**config.mk**
```make
export PLATFORM = sky130hd
export DESIGN_NAME = iet_unit
export DESIGN_NICKNAME = d
export VERILOG_FILES = /design/src/rtl/iet_pkg.sv /design/src/rtl/iet_edge_detect.sv /design/src/rtl/iet_unit.sv
export SDC_FILE = /design/constraint.sdc
export NUM_CORES = 2
export LEC_CHECK = 0
export BUFFER_PORTS_ARGS = -buffer_cell sky130_fd_sc_hd__buf_2
export CELL_PAD_IN_SITES_DETAIL_PLACEMENT = 2
export CELL_PAD_IN_SITES_GLOBAL_PLACEMENT = 2
export CORE_MARGIN = 4
export CORE_UTILIZATION = 40
export DETAILED_ROUTE_END_ITERATION = 10
export PLACE_DENSITY = 0.79
export SYNTH_ARGS = -nofsm -noshare
export SYNTH_HDL_FRONTEND = slang
export SYNTH_SLANG_ARGS = --single-unit
```
**constraint.sdc**
```tcl
create_clock -name pclk -period 32.9 [get_ports pclk]
set_input_delay 1.645 -clock pclk [delete_from_list [all_inputs] [get_ports pclk]]
set_output_delay 1.645 -clock pclk [all_outputs]
set_load 0.03 [all_outputs]
```
**src/rtl/iet_pkg.sv**
```systemverilog
// Purpose: constants shared by the interrupt and event transfer unit
// Assumes: APB register access, 32-bit data, one aligned word per register
// Notes: node and channel register maps are laid out as below
package iet_pkg;
	localparam int         NODE_CNT     = 16;
	localparam int         CHAN_CNT     = 8;
	localparam int         LVL_W        = 4;
	localparam int         ADR_W        = 16;
	localparam int         CNT_W        = 8;
	localparam int         PIN_CNT      = 2;
	// first node's trap number; node n uses trap base plus n
	localparam logic [6:0] TRAP_BASE    = 7'h10;
	// nodes fed by the fast external pins
	localparam int         PIN_NODE0    = 14;
	// apb map
	localparam logic [11:0] OFS_NODE    = 12'h000;
	localparam logic [11:0] OFS_PINCFG  = 12'h080;
	localparam logic [11:0] OFS_STATUS  = 12'h084;
	localparam logic [11:0] OFS_CHAN    = 12'h100;
	localparam logic [11:0] OFS_CHAN_END = 12'h180;
	localparam logic [3:0]  CH_SRC      = 4'h0;
	localparam logic [3:0]  CH_DST      = 4'h4;
	localparam logic [3:0]  CH_CNT      = 4'h8;
	localparam logic [3:0]  CH_CTL      = 4'hC;
	// node control fields
	localparam int         NF_LVL       = 0;
	localparam int         NF_IE        = 6;
	localparam int         NF_IR        = 7;
	localparam int         NF_ROUTE     = 8;
	localparam int         NF_CHAN      = 9;
	// channel control fields
	localparam int         CF_WORD      = 0;
	localparam int         CF_INC_SRC   = 1;
	localparam int         CF_INC_DST   = 2;
	localparam int         CF_CONT      = 3;
	// edge modes
	localparam logic [1:0] EDGE_OFF     = 2'h0;
	localparam logic [1:0] EDGE_RISE    = 2'h1;
	localparam logic [1:0] EDGE_FALL    = 2'h2;
	localparam logic [1:0] EDGE_BOTH    = 2'h3;
	localparam logic [1:0] KIND_NONE    = 2'h0;
	localparam logic [1:0] KIND_NODE    = 2'h1;
	localparam logic [1:0] KIND_CHAN    = 2'h2;
	localparam logic [1:0] KIND_MISC    = 2'h3;
	localparam int         RESP_CYCLES  = 8;
	typedef enum logic [1:0] {
		IET_IDLE = 2'b00,
		IET_ARB  = 2'b01,
		IET_IRQ  = 2'b11,
		IET_XFER = 2'b10
	} iet_state_type;
endpackage : iet_pkg

```
**src/rtl/iet_edge_detect.sv**
```systemverilog
// Purpose: programmable edge detector for one fast external pin
// Assumes: pin is synchronous to pclk
// Notes: mode off, rising, falling or both
`timescale 1ns/100ps
module iet_edge_detect
	import iet_pkg::*;
(
	input  wire logic       pclk,
	input  wire logic       presetn,
	input  wire logic       ce,
	input  wire logic       pin,
	input  wire logic [1:0] mode,
	output logic            edge_pulse
);
	logic pin_prev;

	always_ff @(posedge pclk or negedge presetn) begin
		if (!presetn) begin
			pin_prev   <= 1'b0;
			edge_pulse <= 1'b0;
		end else if (ce) begin
			pin_prev <= pin;
			unique case (mode)
				EDGE_OFF:  edge_pulse <= 1'b0;
				EDGE_RISE: edge_pulse <= pin & ~pin_prev;
				EDGE_FALL: edge_pulse <= ~pin & pin_prev;
				EDGE_BOTH: edge_pulse <= pin ^ pin_prev;
			endcase
		end
	end

	a_rise_only : assert property (@(posedge pclk) disable iff (!presetn)
		ce && mode == EDGE_RISE && !pin && $past(pin) |=> !edge_pulse)
		else $error("rising mode fired on falling edge");
endmodule : iet_edge_detect

```
**src/rtl/iet_unit.sv**
```systemverilog
// Purpose: prioritised interrupt controller with eight event transfer channels
// Assumes: cpu_level is the priority of the service now running on the cpu
// Notes: no apb wait states; irq and transfer requests hold until the cpu acknowledges
// How it works
// - a pending enabled request reaches the cpu within eight clocks.
// - each node is routed to a vectored interrupt or a transfer channel.
// - a transfer takes one stolen cpu cycle, no vector branch.
// - a transfer moves byte or word, then bumps source, destination or both.
// - each transfer decrements the channel count unless continuous mode.
// - outside continuous mode, a channel count of zero turns the request into a vectored interrupt.
// - eight channels, each with source, destination and count.
// - each node has request flag, enable flag and level field.
// - level field selects one of sixteen levels.
// - only strictly higher levels than the running service are presented.
// - every node has its own distinct vector.
// - fast pins detect rising, falling or both edges.
// - a software trap number vectors to that trap's address.
// - software setting a node request bit raises a real request.
// - vector offset is the trap number times four.
`timescale 1ns/100ps
module iet_unit
	import iet_pkg::*;
(
	input  wire logic                pclk,
	input  wire logic                presetn,
	input  wire logic                ce,
	input  wire logic                psel,
	input  wire logic                penable,
	input  wire logic                pwrite,
	input  wire logic [11:0]         paddr,
	input  wire logic [31:0]         pwdata,
	output logic      [31:0]         prdata,
	output logic                     pready,
	output logic                     pslverr,
	input  wire logic [NODE_CNT-1:0] src_req,
	input  wire logic [PIN_CNT-1:0]  fast_pin,
	input  wire logic [LVL_W-1:0]    cpu_level,
	input  wire logic                trap_valid,
	input  wire logic [6:0]          trap_number,
	output logic                     trap_taken,
	output logic      [ADR_W-1:0]    trap_vector,
	output logic                     irq_req,
	output logic      [ADR_W-1:0]    irq_vector,
	output logic      [LVL_W-1:0]    irq_level,
	input  wire logic                irq_ack,
	output logic                     xfer_req,
	output logic      [ADR_W-1:0]    xfer_src,
	output logic      [ADR_W-1:0]    xfer_dst,
	output logic                     xfer_word,
	input  wire logic                xfer_ack
);
	logic [NODE_CNT-1:0] node_ir;
	logic [NODE_CNT-1:0] node_ie;
	logic [NODE_CNT-1:0] node_route;
	logic [LVL_W-1:0]    node_lvl  [NODE_CNT];
	logic [2:0]          node_chan [NODE_CNT];
	logic [ADR_W-1:0]    chan_src  [CHAN_CNT];
	logic [ADR_W-1:0]    chan_dst  [CHAN_CNT];
	logic [CNT_W-1:0]    chan_cnt  [CHAN_CNT];
	logic [3:0]          chan_ctl  [CHAN_CNT];
	logic [2*PIN_CNT-1:0] pin_mode;
	logic [PIN_CNT-1:0]  pin_edge;
	logic [NODE_CNT-1:0] hw_set;
	iet_state_type       state;
	logic [3:0]          win_node;
	logic [2:0]          win_chan;
	logic                found;
	logic [3:0]          next_win_node;
	logic [LVL_W-1:0]    next_win_lvl;
	logic                acc;
	logic                wr_en;
	logic [1:0]          kind;
	logic [3:0]          idx_node;
	logic [2:0]          idx_chan;
	logic [3:0]          reg_sel;

	function automatic logic [1:0] addr_kind(input logic [11:0] a);
		if (a[1:0] != 2'b00)
			return KIND_NONE;
		if (a < OFS_NODE + 12'(4 * NODE_CNT))
			return KIND_NODE;
		if (a == OFS_PINCFG || a == OFS_STATUS)
			return KIND_MISC;
		if (a >= OFS_CHAN && a < OFS_CHAN_END)
			return KIND_CHAN;
		return KIND_NONE;
	endfunction : addr_kind

	function automatic logic [ADR_W-1:0] node_vector(input logic [3:0] n);
		logic [6:0] trap;
		trap = TRAP_BASE + 7'(n);
		return {7'h00, trap, 2'b00};
	endfunction : node_vector

	assign acc      = psel & penable & pready;
	assign wr_en    = acc & pwrite;
	assign kind     = addr_kind(paddr);
	assign idx_node = paddr[5:2];
	assign idx_chan = paddr[6:4];
	assign reg_sel  = paddr[3:0];

	// fast pin edge detectors
	genvar gp;
	generate
		for (gp = 0; gp < PIN_CNT; gp++) begin : g_pin
			iet_edge_detect u_edge (
				.pclk       (pclk),
				.presetn    (presetn),
				.ce         (ce),
				.pin        (fast_pin[gp]),
				.mode       (pin_mode[2*gp +: 2]),
				.edge_pulse (pin_edge[gp])
			);
		end
	endgenerate

	always_comb begin
		hw_set = src_req;
		for (int p = 0; p < PIN_CNT; p++)
			hw_set[PIN_NODE0 + p] = src_req[PIN_NODE0 + p] | pin_edge[p];
	end

	// highest enabled level above the running service, lowest index on tie
	always_comb begin
		found         = 1'b0;
		next_win_node = 4'h0;
		next_win_lvl  = 4'h0;
		for (int i = 0; i < NODE_CNT; i++) begin
			if (node_ir[i] && node_ie[i] && node_lvl[i] > cpu_level
			    && (!found || node_lvl[i] > next_win_lvl)) begin
				found         = 1'b1;
				next_win_node = 4'(i);
				next_win_lvl  = node_lvl[i];
			end
		end
	end

	// apb handshake: no wait states, pready registered high in the setup cycle
	always_ff @(posedge pclk or negedge presetn) begin
		if (!presetn) begin
			pready  <= 1'b0;
			pslverr <= 1'b0;
			prdata  <= 32'h00000000;
		end else if (ce) begin
			pready  <= psel & ~penable & ~pready;
			pslverr <= psel & ~penable & (kind == KIND_NONE);
			prdata  <= 32'h00000000;
			if (psel && !penable && !pwrite) begin
				unique case (kind)
					KIND_NODE: prdata <= {20'h00000, node_chan[idx_node],
						node_route[idx_node], node_ir[idx_node],
						node_ie[idx_node], 2'b00, node_lvl[idx_node]};
					KIND_CHAN: unique case (reg_sel)
						CH_SRC:  prdata <= {16'h0000, chan_src[idx_chan]};
						CH_DST:  prdata <= {16'h0000, chan_dst[idx_chan]};
						CH_CNT:  prdata <= {24'h000000, chan_cnt[idx_chan]};
						default: prdata <= {28'h0000000, chan_ctl[idx_chan]};
					endcase
					KIND_MISC: prdata <= (paddr == OFS_PINCFG)
						? {28'h0000000, pin_mode}
						: {24'h000000, win_node, 2'b00, state};
					KIND_NONE: prdata <= 32'h00000000;
				endcase
			end
		end
	end

	// node control registers; hardware set wins over a clearing write
	always_ff @(posedge pclk or negedge presetn) begin
		if (!presetn) begin
			node_ir    <= '0;
			node_ie    <= '0;
			node_route <= '0;
			for (int i = 0; i < NODE_CNT; i++) begin
				node_lvl[i]  <= 4'h0;
				node_chan[i] <= 3'h0;
			end
		end else if (ce) begin
			for (int i = 0; i < NODE_CNT; i++) begin
				if (wr_en && kind == KIND_NODE && idx_node == 4'(i)) begin
					node_lvl[i]   <= pwdata[NF_LVL +: LVL_W];
					node_ie[i]    <= pwdata[NF_IE];
					node_route[i] <= pwdata[NF_ROUTE];
					node_chan[i]  <= pwdata[NF_CHAN +: 3];
					node_ir[i]    <= pwdata[NF_IR] | hw_set[i];
				end else if ((irq_ack && state == IET_IRQ
				             || xfer_ack && state == IET_XFER)
				             && win_node == 4'(i)) begin
					node_ir[i] <= hw_set[i];
				end else if (hw_set[i]) begin
					node_ir[i] <= 1'b1;
				end
			end
		end
	end

	always_ff @(posedge pclk or negedge presetn) begin
		if (!presetn)
			pin_mode <= '0;
		else if (ce && wr_en && kind == KIND_MISC && paddr == OFS_PINCFG)
			pin_mode <= pwdata[2*PIN_CNT-1:0];
	end

	// transfer channels
	always_ff @(posedge pclk or negedge presetn) begin
		if (!presetn) begin
			for (int c = 0; c < CHAN_CNT; c++) begin
				chan_src[c] <= 16'h0000;
				chan_dst[c] <= 16'h0000;
				chan_cnt[c] <= 8'h00;
				chan_ctl[c] <= 4'h0;
			end
		end else if (ce) begin
			for (int c = 0; c < CHAN_CNT; c++) begin
				if (wr_en && kind == KIND_CHAN && idx_chan == 3'(c)) begin
					unique case (reg_sel)
						CH_SRC:  chan_src[c] <= pwdata[ADR_W-1:0];
						CH_DST:  chan_dst[c] <= pwdata[ADR_W-1:0];
						CH_CNT:  chan_cnt[c] <= pwdata[CNT_W-1:0];
						default: chan_ctl[c] <= pwdata[3:0];
					endcase
				end else if (xfer_ack && state == IET_XFER && win_chan == 3'(c)) begin
					if (chan_ctl[c][CF_INC_SRC])
						chan_src[c] <= chan_src[c] + (chan_ctl[c][CF_WORD] ? 16'h0002 : 16'h0001);
					if (chan_ctl[c][CF_INC_DST])
						chan_dst[c] <= chan_dst[c] + (chan_ctl[c][CF_WORD] ? 16'h0002 : 16'h0001);
					if (!chan_ctl[c][CF_CONT])
						chan_cnt[c] <= chan_cnt[c] - 8'h01;
				end
			end
		end
	end

	// service sequencer
	always_ff @(posedge pclk or negedge presetn) begin
		if (!presetn) begin
			state       <= IET_IDLE;
			win_node    <= 4'h0;
			win_chan    <= 3'h0;
			irq_req     <= 1'b0;
			irq_vector  <= 16'h0000;
			irq_level   <= 4'h0;
			xfer_req    <= 1'b0;
			xfer_src    <= 16'h0000;
			xfer_dst    <= 16'h0000;
			xfer_word   <= 1'b0;
		end else if (ce) begin
			unique case (state)
				IET_IDLE: if (found) begin
					win_node  <= next_win_node;
					win_chan  <= node_chan[next_win_node];
					irq_level <= next_win_lvl;
					state     <= IET_ARB;
				end
				IET_ARB: if (node_route[win_node] && (chan_cnt[win_chan] != 8'h00
				             || chan_ctl[win_chan][CF_CONT])) begin
					xfer_req  <= 1'b1;
					xfer_src  <= chan_src[win_chan];
					xfer_dst  <= chan_dst[win_chan];
					xfer_word <= chan_ctl[win_chan][CF_WORD];
					state     <= IET_XFER;
				end else begin
					irq_req    <= 1'b1;
					irq_vector <= node_vector(win_node);
					state      <= IET_IRQ;
				end
				IET_IRQ: if (irq_ack) begin
					irq_req <= 1'b0;
					state   <= IET_IDLE;
				end
				IET_XFER: if (xfer_ack) begin
					xfer_req <= 1'b0;
					state    <= IET_IDLE;
				end
			endcase
		end
	end

	// software traps
	always_ff @(posedge pclk or negedge presetn) begin
		if (!presetn) begin
			trap_taken  <= 1'b0;
			trap_vector <= 16'h0000;
		end else if (ce) begin
			trap_taken <= trap_valid;
			if (trap_valid)
				trap_vector <= {7'h00, trap_number, 2'b00};
		end
	end

	a_resp_time : assert property (@(posedge pclk) disable iff (!presetn)
		ce && state == IET_IDLE && found |-> ##[1:7] (irq_req || xfer_req))
		else $error("request not presented in time");
	a_strict_level : assert property (@(posedge pclk) disable iff (!presetn)
		$rose(irq_req) |-> irq_level > $past(cpu_level, 2))
		else $error("presented level not above running level");
	a_xfer_one_cycle : assert property (@(posedge pclk) disable iff (!presetn)
		ce && xfer_req && xfer_ack |=> !xfer_req && !irq_req)
		else $error("transfer held beyond its stolen cycle");
	a_cnt_decrement : assert property (@(posedge pclk) disable iff (!presetn)
		ce && state == IET_XFER && xfer_ack && !chan_ctl[win_chan][CF_CONT]
		&& !wr_en |=> chan_cnt[$past(win_chan)] == $past(chan_cnt[win_chan]) - 8'h01)
		else $error("count not decremented");
	a_cnt_continuous : assert property (@(posedge pclk) disable iff (!presetn)
		ce && state == IET_XFER && xfer_ack && chan_ctl[win_chan][CF_CONT]
		&& !wr_en |=> $stable(chan_cnt[$past(win_chan)]))
		else $error("continuous count changed");
	a_src_step : assert property (@(posedge pclk) disable iff (!presetn)
		ce && state == IET_XFER && xfer_ack && (chan_ctl[win_chan] & 4'h3) == 4'h3
		&& !wr_en |=> chan_src[$past(win_chan)] == $past(chan_src[win_chan]) + 16'h0002)
		else $error("word source pointer not advanced by two");
	a_zero_to_irq : assert property (@(posedge pclk) disable iff (!presetn)
		ce && state == IET_ARB && chan_cnt[win_chan] == 8'h00
		&& !chan_ctl[win_chan][CF_CONT] |=> irq_req && !xfer_req)
		else $error("exhausted channel did not interrupt");
	a_vector_map : assert property (@(posedge pclk) disable iff (!presetn)
		$rose(irq_req) |-> irq_vector == {5'h00, TRAP_BASE + 7'(win_node), 2'b00} + 16'h0000)
		else $error("vector is not trap number times four");
	a_ack_clears : assert property (@(posedge pclk) disable iff (!presetn)
		ce && state == IET_IRQ && irq_ack && !hw_set[win_node] && !wr_en
		|=> !node_ir[$past(win_node)])
		else $error("request flag not cleared on acceptance");
	a_disabled_idle : assert property (@(posedge pclk) disable iff (!presetn)
		ce && state == IET_IDLE && (node_ir & node_ie) == '0 |=> state == IET_IDLE)
		else $error("disabled request was serviced");
	a_trap_vector : assert property (@(posedge pclk) disable iff (!presetn)
		ce && trap_valid |=> trap_taken && trap_vector[8:2] == $past(trap_number))
		else $error("trap vector wrong");

	c_irq_served : cover property (@(posedge pclk) irq_req && irq_ack);
	c_xfer_served : cover property (@(posedge pclk) xfer_req && xfer_ack);
	c_exhausted : cover property (@(posedge pclk)
		state == IET_ARB && node_route[win_node] && chan_cnt[win_chan] == 8'h00);
	c_trap : cover property (@(posedge pclk) trap_taken);
endmodule : iet_unit

```
Word level (Yosys, flattened, before mapping)
Cells that the tools add are included.

Register bits after elaboration: 617. Input bits: 82. Logic and storage cells: 856.

Add/subtract/negate cells: 25. Magnitude comparators: 40. Equality and inequality tests: 97. Mux-type cells: 254. Bitwise gates (word level): 42. Reductions and logical operators: 266.

Operators by type and width (count): 16-bit 2-to-1 mux (58); 8-bit 2-to-1 mux (30); 16-bit binary-select mux with 3-bit select (4); 4-bit 2-to-1 mux (36); 16-bit adder (8); 16-bit by 2-bit adder with 16-bit output (8); 32-bit case mux with 4 select lines (1); 4-bit greater-than comparator (31); 4-bit AND reduction (27); 1-bit logical AND (106); 1-bit 2-to-1 mux (84); 4-bit == test (second input constant) (17); 2-bit AND reduction (33); 2-bit by 1-bit != test with 1-bit output (second input constant) (32); 8-bit by 1-bit subtractor with 8-bit output (second input constant) (8); 2-bit nonzero test (27); 8-bit binary-select mux with 3-bit select (2); 16-bit case mux with 3 select lines (1); 3-bit nonzero test (16); 2-bit 2-to-1 mux (19); 4-bit by 3-bit == test with 1-bit output (second input constant) (9); 3-bit AND reduction (11); 32-bit 2-to-1 mux (1); 3-bit binary-select mux with 4-bit select (2); other kinds (36) (153).

Longest topological paths before layout
Depth after elaboration: 67. Gate-level depth with buffers: 147. Mapped depth without buffers: 141.

Modules after synthesis
Synthesis repeated with hierarchy kept, for this count alone.

Cells, all modules: 4438. Area total of the unflattened synthesis: 41671.2 um^2.

Modules (own cells, without submodules): iet_unit (times used 1, cells an instance 4410, area an instance 41418.5 um^2, seq. area each 14889.3 um^2); iet_edge_detect (times used 2, cells an instance 14, area an instance 126.4 um^2, seq. area each 50.0 um^2).

Least setup slack after synthesis
No wires, ideal clock.

Kind: input to register. From: input port cpu_level[3]. To: register win_chan[0]. Setup time: 126 ps. Arrival time: 24353 ps. Required time: 32774 ps. Setup slack: 8421 ps. Cell stages on the path: 129. Buffers on the path: 4. Path through: inv_1 -> ha_1 -> nand4_1 -> nand3_1 -> a21oi_1 -> nand2_1 -> ha_1 -> nor2b_1 -> o211ai_1 -> a21oi_1 -> a21oi_1 -> a22o_1 -> inv_1 -> ha_1 -> a21oi_1 -> o21ai_0 -> a22o_1 -> a222oi_1 -> [... 93 more ...] -> a41o_1 -> a21o_1 -> clkbuf_1 -> and3_1 -> a221oi_1 -> ha_1 -> nor2b_1 -> o21ai_0 -> nand2b_1 -> a21oi_1 -> a41o_1 -> a21oi_1 -> nor2_1 -> nand2b_1 -> buf_6 -> mux2_2 -> o221a_1 -> a221o_1.

Word-level cells in the longest chain between the ends: 67.

Ends and longest elaborated chain: start, declared (RTL line iet_unit.sv:37) `input wire logic [LVL_W-1:0] cpu_level,`; 4-bit greater-than comparator (RTL line iet_unit.sv:129) `if (node_ir[i] && node_ie[i] && node_lvl[i] > cpu_level`; 1-bit logical AND (RTL line iet_unit.sv:129); 4-bit 2-to-1 mux / 1-bit 2-to-1 mux (equally long branches) (RTL line iet_unit.sv:129); 4-bit greater-than comparator / 1-bit logical NOT (equally long branches) (RTL line iet_unit.sv:130) `&& (!found || node_lvl[i] > next_win_lvl)) begin`; 1-bit logical OR (RTL line iet_unit.sv:130); 1-bit logical AND (RTL line iet_unit.sv:130); 4-bit 2-to-1 mux / 1-bit 2-to-1 mux (equally long branches) (RTL line iet_unit.sv:129); 4-bit greater-than comparator / 1-bit logical NOT (equally long branches) (RTL line iet_unit.sv:130); [... 50 more ...]; 4-bit 2-to-1 mux / 1-bit 2-to-1 mux (equally long branches) (RTL line iet_unit.sv:129); 4-bit greater-than comparator / 1-bit logical NOT (equally long branches) (RTL line iet_unit.sv:130); 1-bit logical OR (RTL line iet_unit.sv:130); 1-bit logical AND (RTL line iet_unit.sv:130); 4-bit 2-to-1 mux (RTL line iet_unit.sv:129); 4-bit NOT with 5-bit output (implied by the code) (RTL line iet_unit.sv:251) `win_chan <= node_chan[next_win_node];`; 3-bit binary-select mux with 4-bit select (RTL line iet_unit.sv:251); 3-bit 2-to-1 mux (implied by the code) (2 in a row) (RTL line iet_unit.sv:251); end signal, assigned (RTL line iet_unit.sv:251); end, declared (RTL line iet_unit.sv:66) `logic [2:0] win_chan;`.

Several ways; a longest one is shown, not always the timed one. The select of a mux whose other input is x is not followed. A chain may end at the register's enable or synchronous reset.

Worst setup path after layout
From: input port cpu_level[3]. To: register win_chan[1].

The elaborated chain is that of the path after synthesis.

==> impl_metrics.py <==
metrics = {
    "status": {
        "outcome": "finished clean",
    },
    "detailed_routing": {
        "drtAntennaViolNets": 0,
        "routed-via-count": 39000,
        "post-route-drc-count": 0,
        "first_pass_iters": 8,
        "drtIter0Drc": 3419,
        "wl_um": 183000,
        "wl_per_cell_um": 31.0,
        "viasPerCell": 6.61,
    },
    "placed_design": {
        "gp_congestion": 0.901,
        "portBuffers": 135,
        "place.detailed.hpwl_um": 128000,
    },
    "critical_path": {
        "cp-start-kind": "input port",
        "critPathSlowestCell": "nand2b_1",
        "crit_arrival_ns": 30.50,
        "crit_top_cell": "a21oi_1",
        "path_class": "in -> reg",
        "cp-end-kind": "register",
        "path_max_fanout": 19,
        "slowest_delay_ns": 0.85,
        "cp.required_ns": 33.44,
    },
    "power": {
        "ir_worst_vdd_mv": 0.0453,
        "power_frac_comb": 0.118,
        "power.share.sequential": 0.405,
        "power_leakage_nw": 19.3,
        "power.switching_uw": 567,
        "powerDensity_nw_per_um2": 42.2,
        "p_int_mw": 1.38,
        "clkPwrFrac": 0.477,
        "swShare": 0.292,
    },
    "floorplanning": {
        "dieHeight_um": 331,
        "coreArea_sq_um": 103000,
        "io_pins": 188,
        "rows": 118,
        "die_w_um": 331,
        "die_area_sq_um": 109000,
        "start_util": 0.403,
    },
    "grt": {
        "overflow": 0,
        "antenna_found_initial": 4,
        "grt_pass1_wl_um": 274000,
        "grt_max_degree": 150,
        "grtUsageTotal": 0.331,
        "first_global_vias": 41500,
    },
    "cts": {
        "cts.sinks": 599,
        "clock_latency_ns": 0.67,
        "cts-resized-gates": 0,
        "htree_levels": 3,
        "post_cts_buffers": 0,
        "clockBufferDepth": 3,
        "cts_hold_buf": 0,
        "cts_tree": "built",
        "cts_buffers": 77,
        "clk_root_buffer_cell": "clkbuf_16",
        "path_clk_slew_ns": 0.06,
    },
    "min_path": {
        "hp-class": "reg -> reg",
    },
    "synthesis": {
        "yosysSeqAreaShare": 0.360,
        "synth_ff_type": "dfrtp_1",
        "yosysTopAreaCell": "dfrtp_1",
        "synth.avg_cell_area_sq_um": 9.30,
        "yosysWarningCount": 0,
        "async_reset_ff_frac": 1.00,
        "synth_edf_count": 0,
        "ys_seq_elements": 599,
        "netlist_area_sq_um": 41600,
        "synth_cell_types": 92,
        "yosys-top-cells-area": "dfrtp_1 36%, mux4_2 11%, a21oi_1 6.6%",
        "netlist.area_leader.share": 0.360,
        "synthCells": 4477,
    },
    "sta": {
        "layout_min_cycle_time_ns": 29.95,
        "setup_viol": 0,
        "hold_viol": 0,
        "post-route-period-util": 0.910,
        "maxSlewViolCount": 0,
        "fin_skew_ns": 0.0209,
        "relSlewSlack": 0.0524,
        "rsz0062_at_grt": "false",
        "fmax_mhz": 33.4,
        "setup_tns_ns": 0,
        "tightestPinTransition_ns": 1.41,
    },
    "run": {
        "drv_cap": 0,
    },
    "final_layout": {
        "finalNetCount": 4712,
        "fin_util": 0.445,
        "drive_above_1_share": 0.171,
        "area_delta_synth_final_pct": 10.5,
        "fillers": 11100,
    },
}
[path summary, 6_finish.rpt]
kind,slack [ns],start,end,cells past startpoint
max,2.95,cpu_level[3],win_chan[1],131
min,0.46,irq_vector[6],irq_vector[6],1
max reg2reg,4.20,node_lvl[61],win_chan[1],129
min reg2reg,0.46,irq_vector[6],irq_vector[6],1
max in group asynchronous,29.55,presetn,chan_src[108],3
min in group asynchronous,1.00,presetn,irq_level[1],1
[power groups by stage]
| stage | Combinational [mW] | Clock (mW) | Sequential [mW] |
|---|---|---|---|
| 3_3_place_gp | 0.219 | 0 | 0.797 |
| 4_1_cts | 0.230 | 0.941 | 0.786 |
| 5_1_grt | 0.246 | 0.971 | 0.790 |
| 2_1_floorplan | 0.0932 | 0 | 0.838 |
| 3_5_place_dp | 0.227 | 0 | 0.798 |
| 6_report | 0.229 | 0.927 | 0.786 |
[flip-flops by register name, indices dropped and copies added (netlist names), 32 cells and up]
register,flops
chan_cnt,64
chan_ctl,32
chan_dst,128
chan_src,128
node_chan,48
node_lvl,64
[Yosys cell counts (36+ instances only)]
cell type / n
a21oi_1: 552
buf_4: 36
o22a_1: 48
a31oi_1: 44
nand2_1: 427
nor2_1: 316
nor2b_1: 62
clkbuf_1: 243
buf_1: 49
o22ai_1: 87
dfrtp_1: 599
mux4_2: 209
o21ai_0: 442
nand4_1: 46
and3_1: 58
mux2_2: 177
nand3_1: 155
nand2b_1: 41
nor3_1: 41
mux2i_1: 82
inv_1: 151
ha_1: 162
[critical path, delay by kind of cell]
family / cells / cell delay, ns
AO/OA/AOI/OAI: 62 / 13.69
adder cells (fa/ha/maj): 16 / 4.86
buffers and inverters: 8 / 1.20
multiplexers: 7 / 2.51
AND/OR/NAND/NOR: 38 / 6.56
[stage by stage]
| step | cells | setup WS [ns] | instance area (sq um) | hold WS, ns | total power [mW] |
|---|---|---|---|---|---|
| after floorplan | 4512 | 8.42 | 41800 | 0.478 | 0.931 |
| after global placement | 5753 | 3.83 | 43300 | 0.451 | 1.02 |
| after detailed placement | 5753 | 2.88 | 43300 | 0.451 | 1.03 |
| after CTS | 5895 | 3.19 | 46000 | 0.466 | 1.96 |
| after global routing | 5896 | 0.697 | 46000 | 0.477 | 2.01 |
| final | 5899 | 2.95 | 46000 | 0.462 | 1.94 |
[layer usage]
| layer | track usage | up-vias | part of all wire |
|---|---|---|---|
| met3 | 0.0436 | 513 | 0.059 |
| met1 | 0.421 | 20400 | 0.40 |
| met2 | 0.546 | 1440 | 0.47 |
| met4 | 0.189 | 0 | 0.067 |
| met5 | 0 | - | 0 |
| li1 | - | 16600 | - |
[cell type report]
class	count	area, sq um	share of cell area
multi-input cells	3425	24800	0.540
flip-flops and latches	599	15000	0.326
clock buffers	111	2270	0.0493
well taps	1380	1730	0.0375
repair buffers	195	1160	0.0253
inverters	154	578	0.0126
clock inverters	31	420	0.00914
diodes	4	10.0	0.000218
[cells by family (layout without fill, tap and decap cells)]
logic type | count (synthesis) | count (layout) | share of synthesized area
AND/OR/NAND/NOR | 1293 | 1293 | 0.146
multiplexers | 471 | 471 | 0.182
other | 1 | 40 | 0.0000901
AO/OA/AOI/OAI | 1447 | 1447 | 0.207
buffers and inverters | 488 | 491 | 0.0481
flip-flops | 599 | 599 | 0.360
adder cells (fa/ha/maj) | 178 | 178 | 0.0564
[cell usage in the layout (no fill, tap or decap), types with 82 or more instances in the layout]
cell	count
o22ai_1	87
nand2_1	421
buf_2	130
mux2i_1	82
mux2_2	177
dfrtp_1	596
mux4_2	209
inv_1	151
nor2_1	310
o21ai_0	442
a21oi_1	552
ha_1	162
nand3_1	153
No activity file was read; power rests on OpenSTA's default activity.
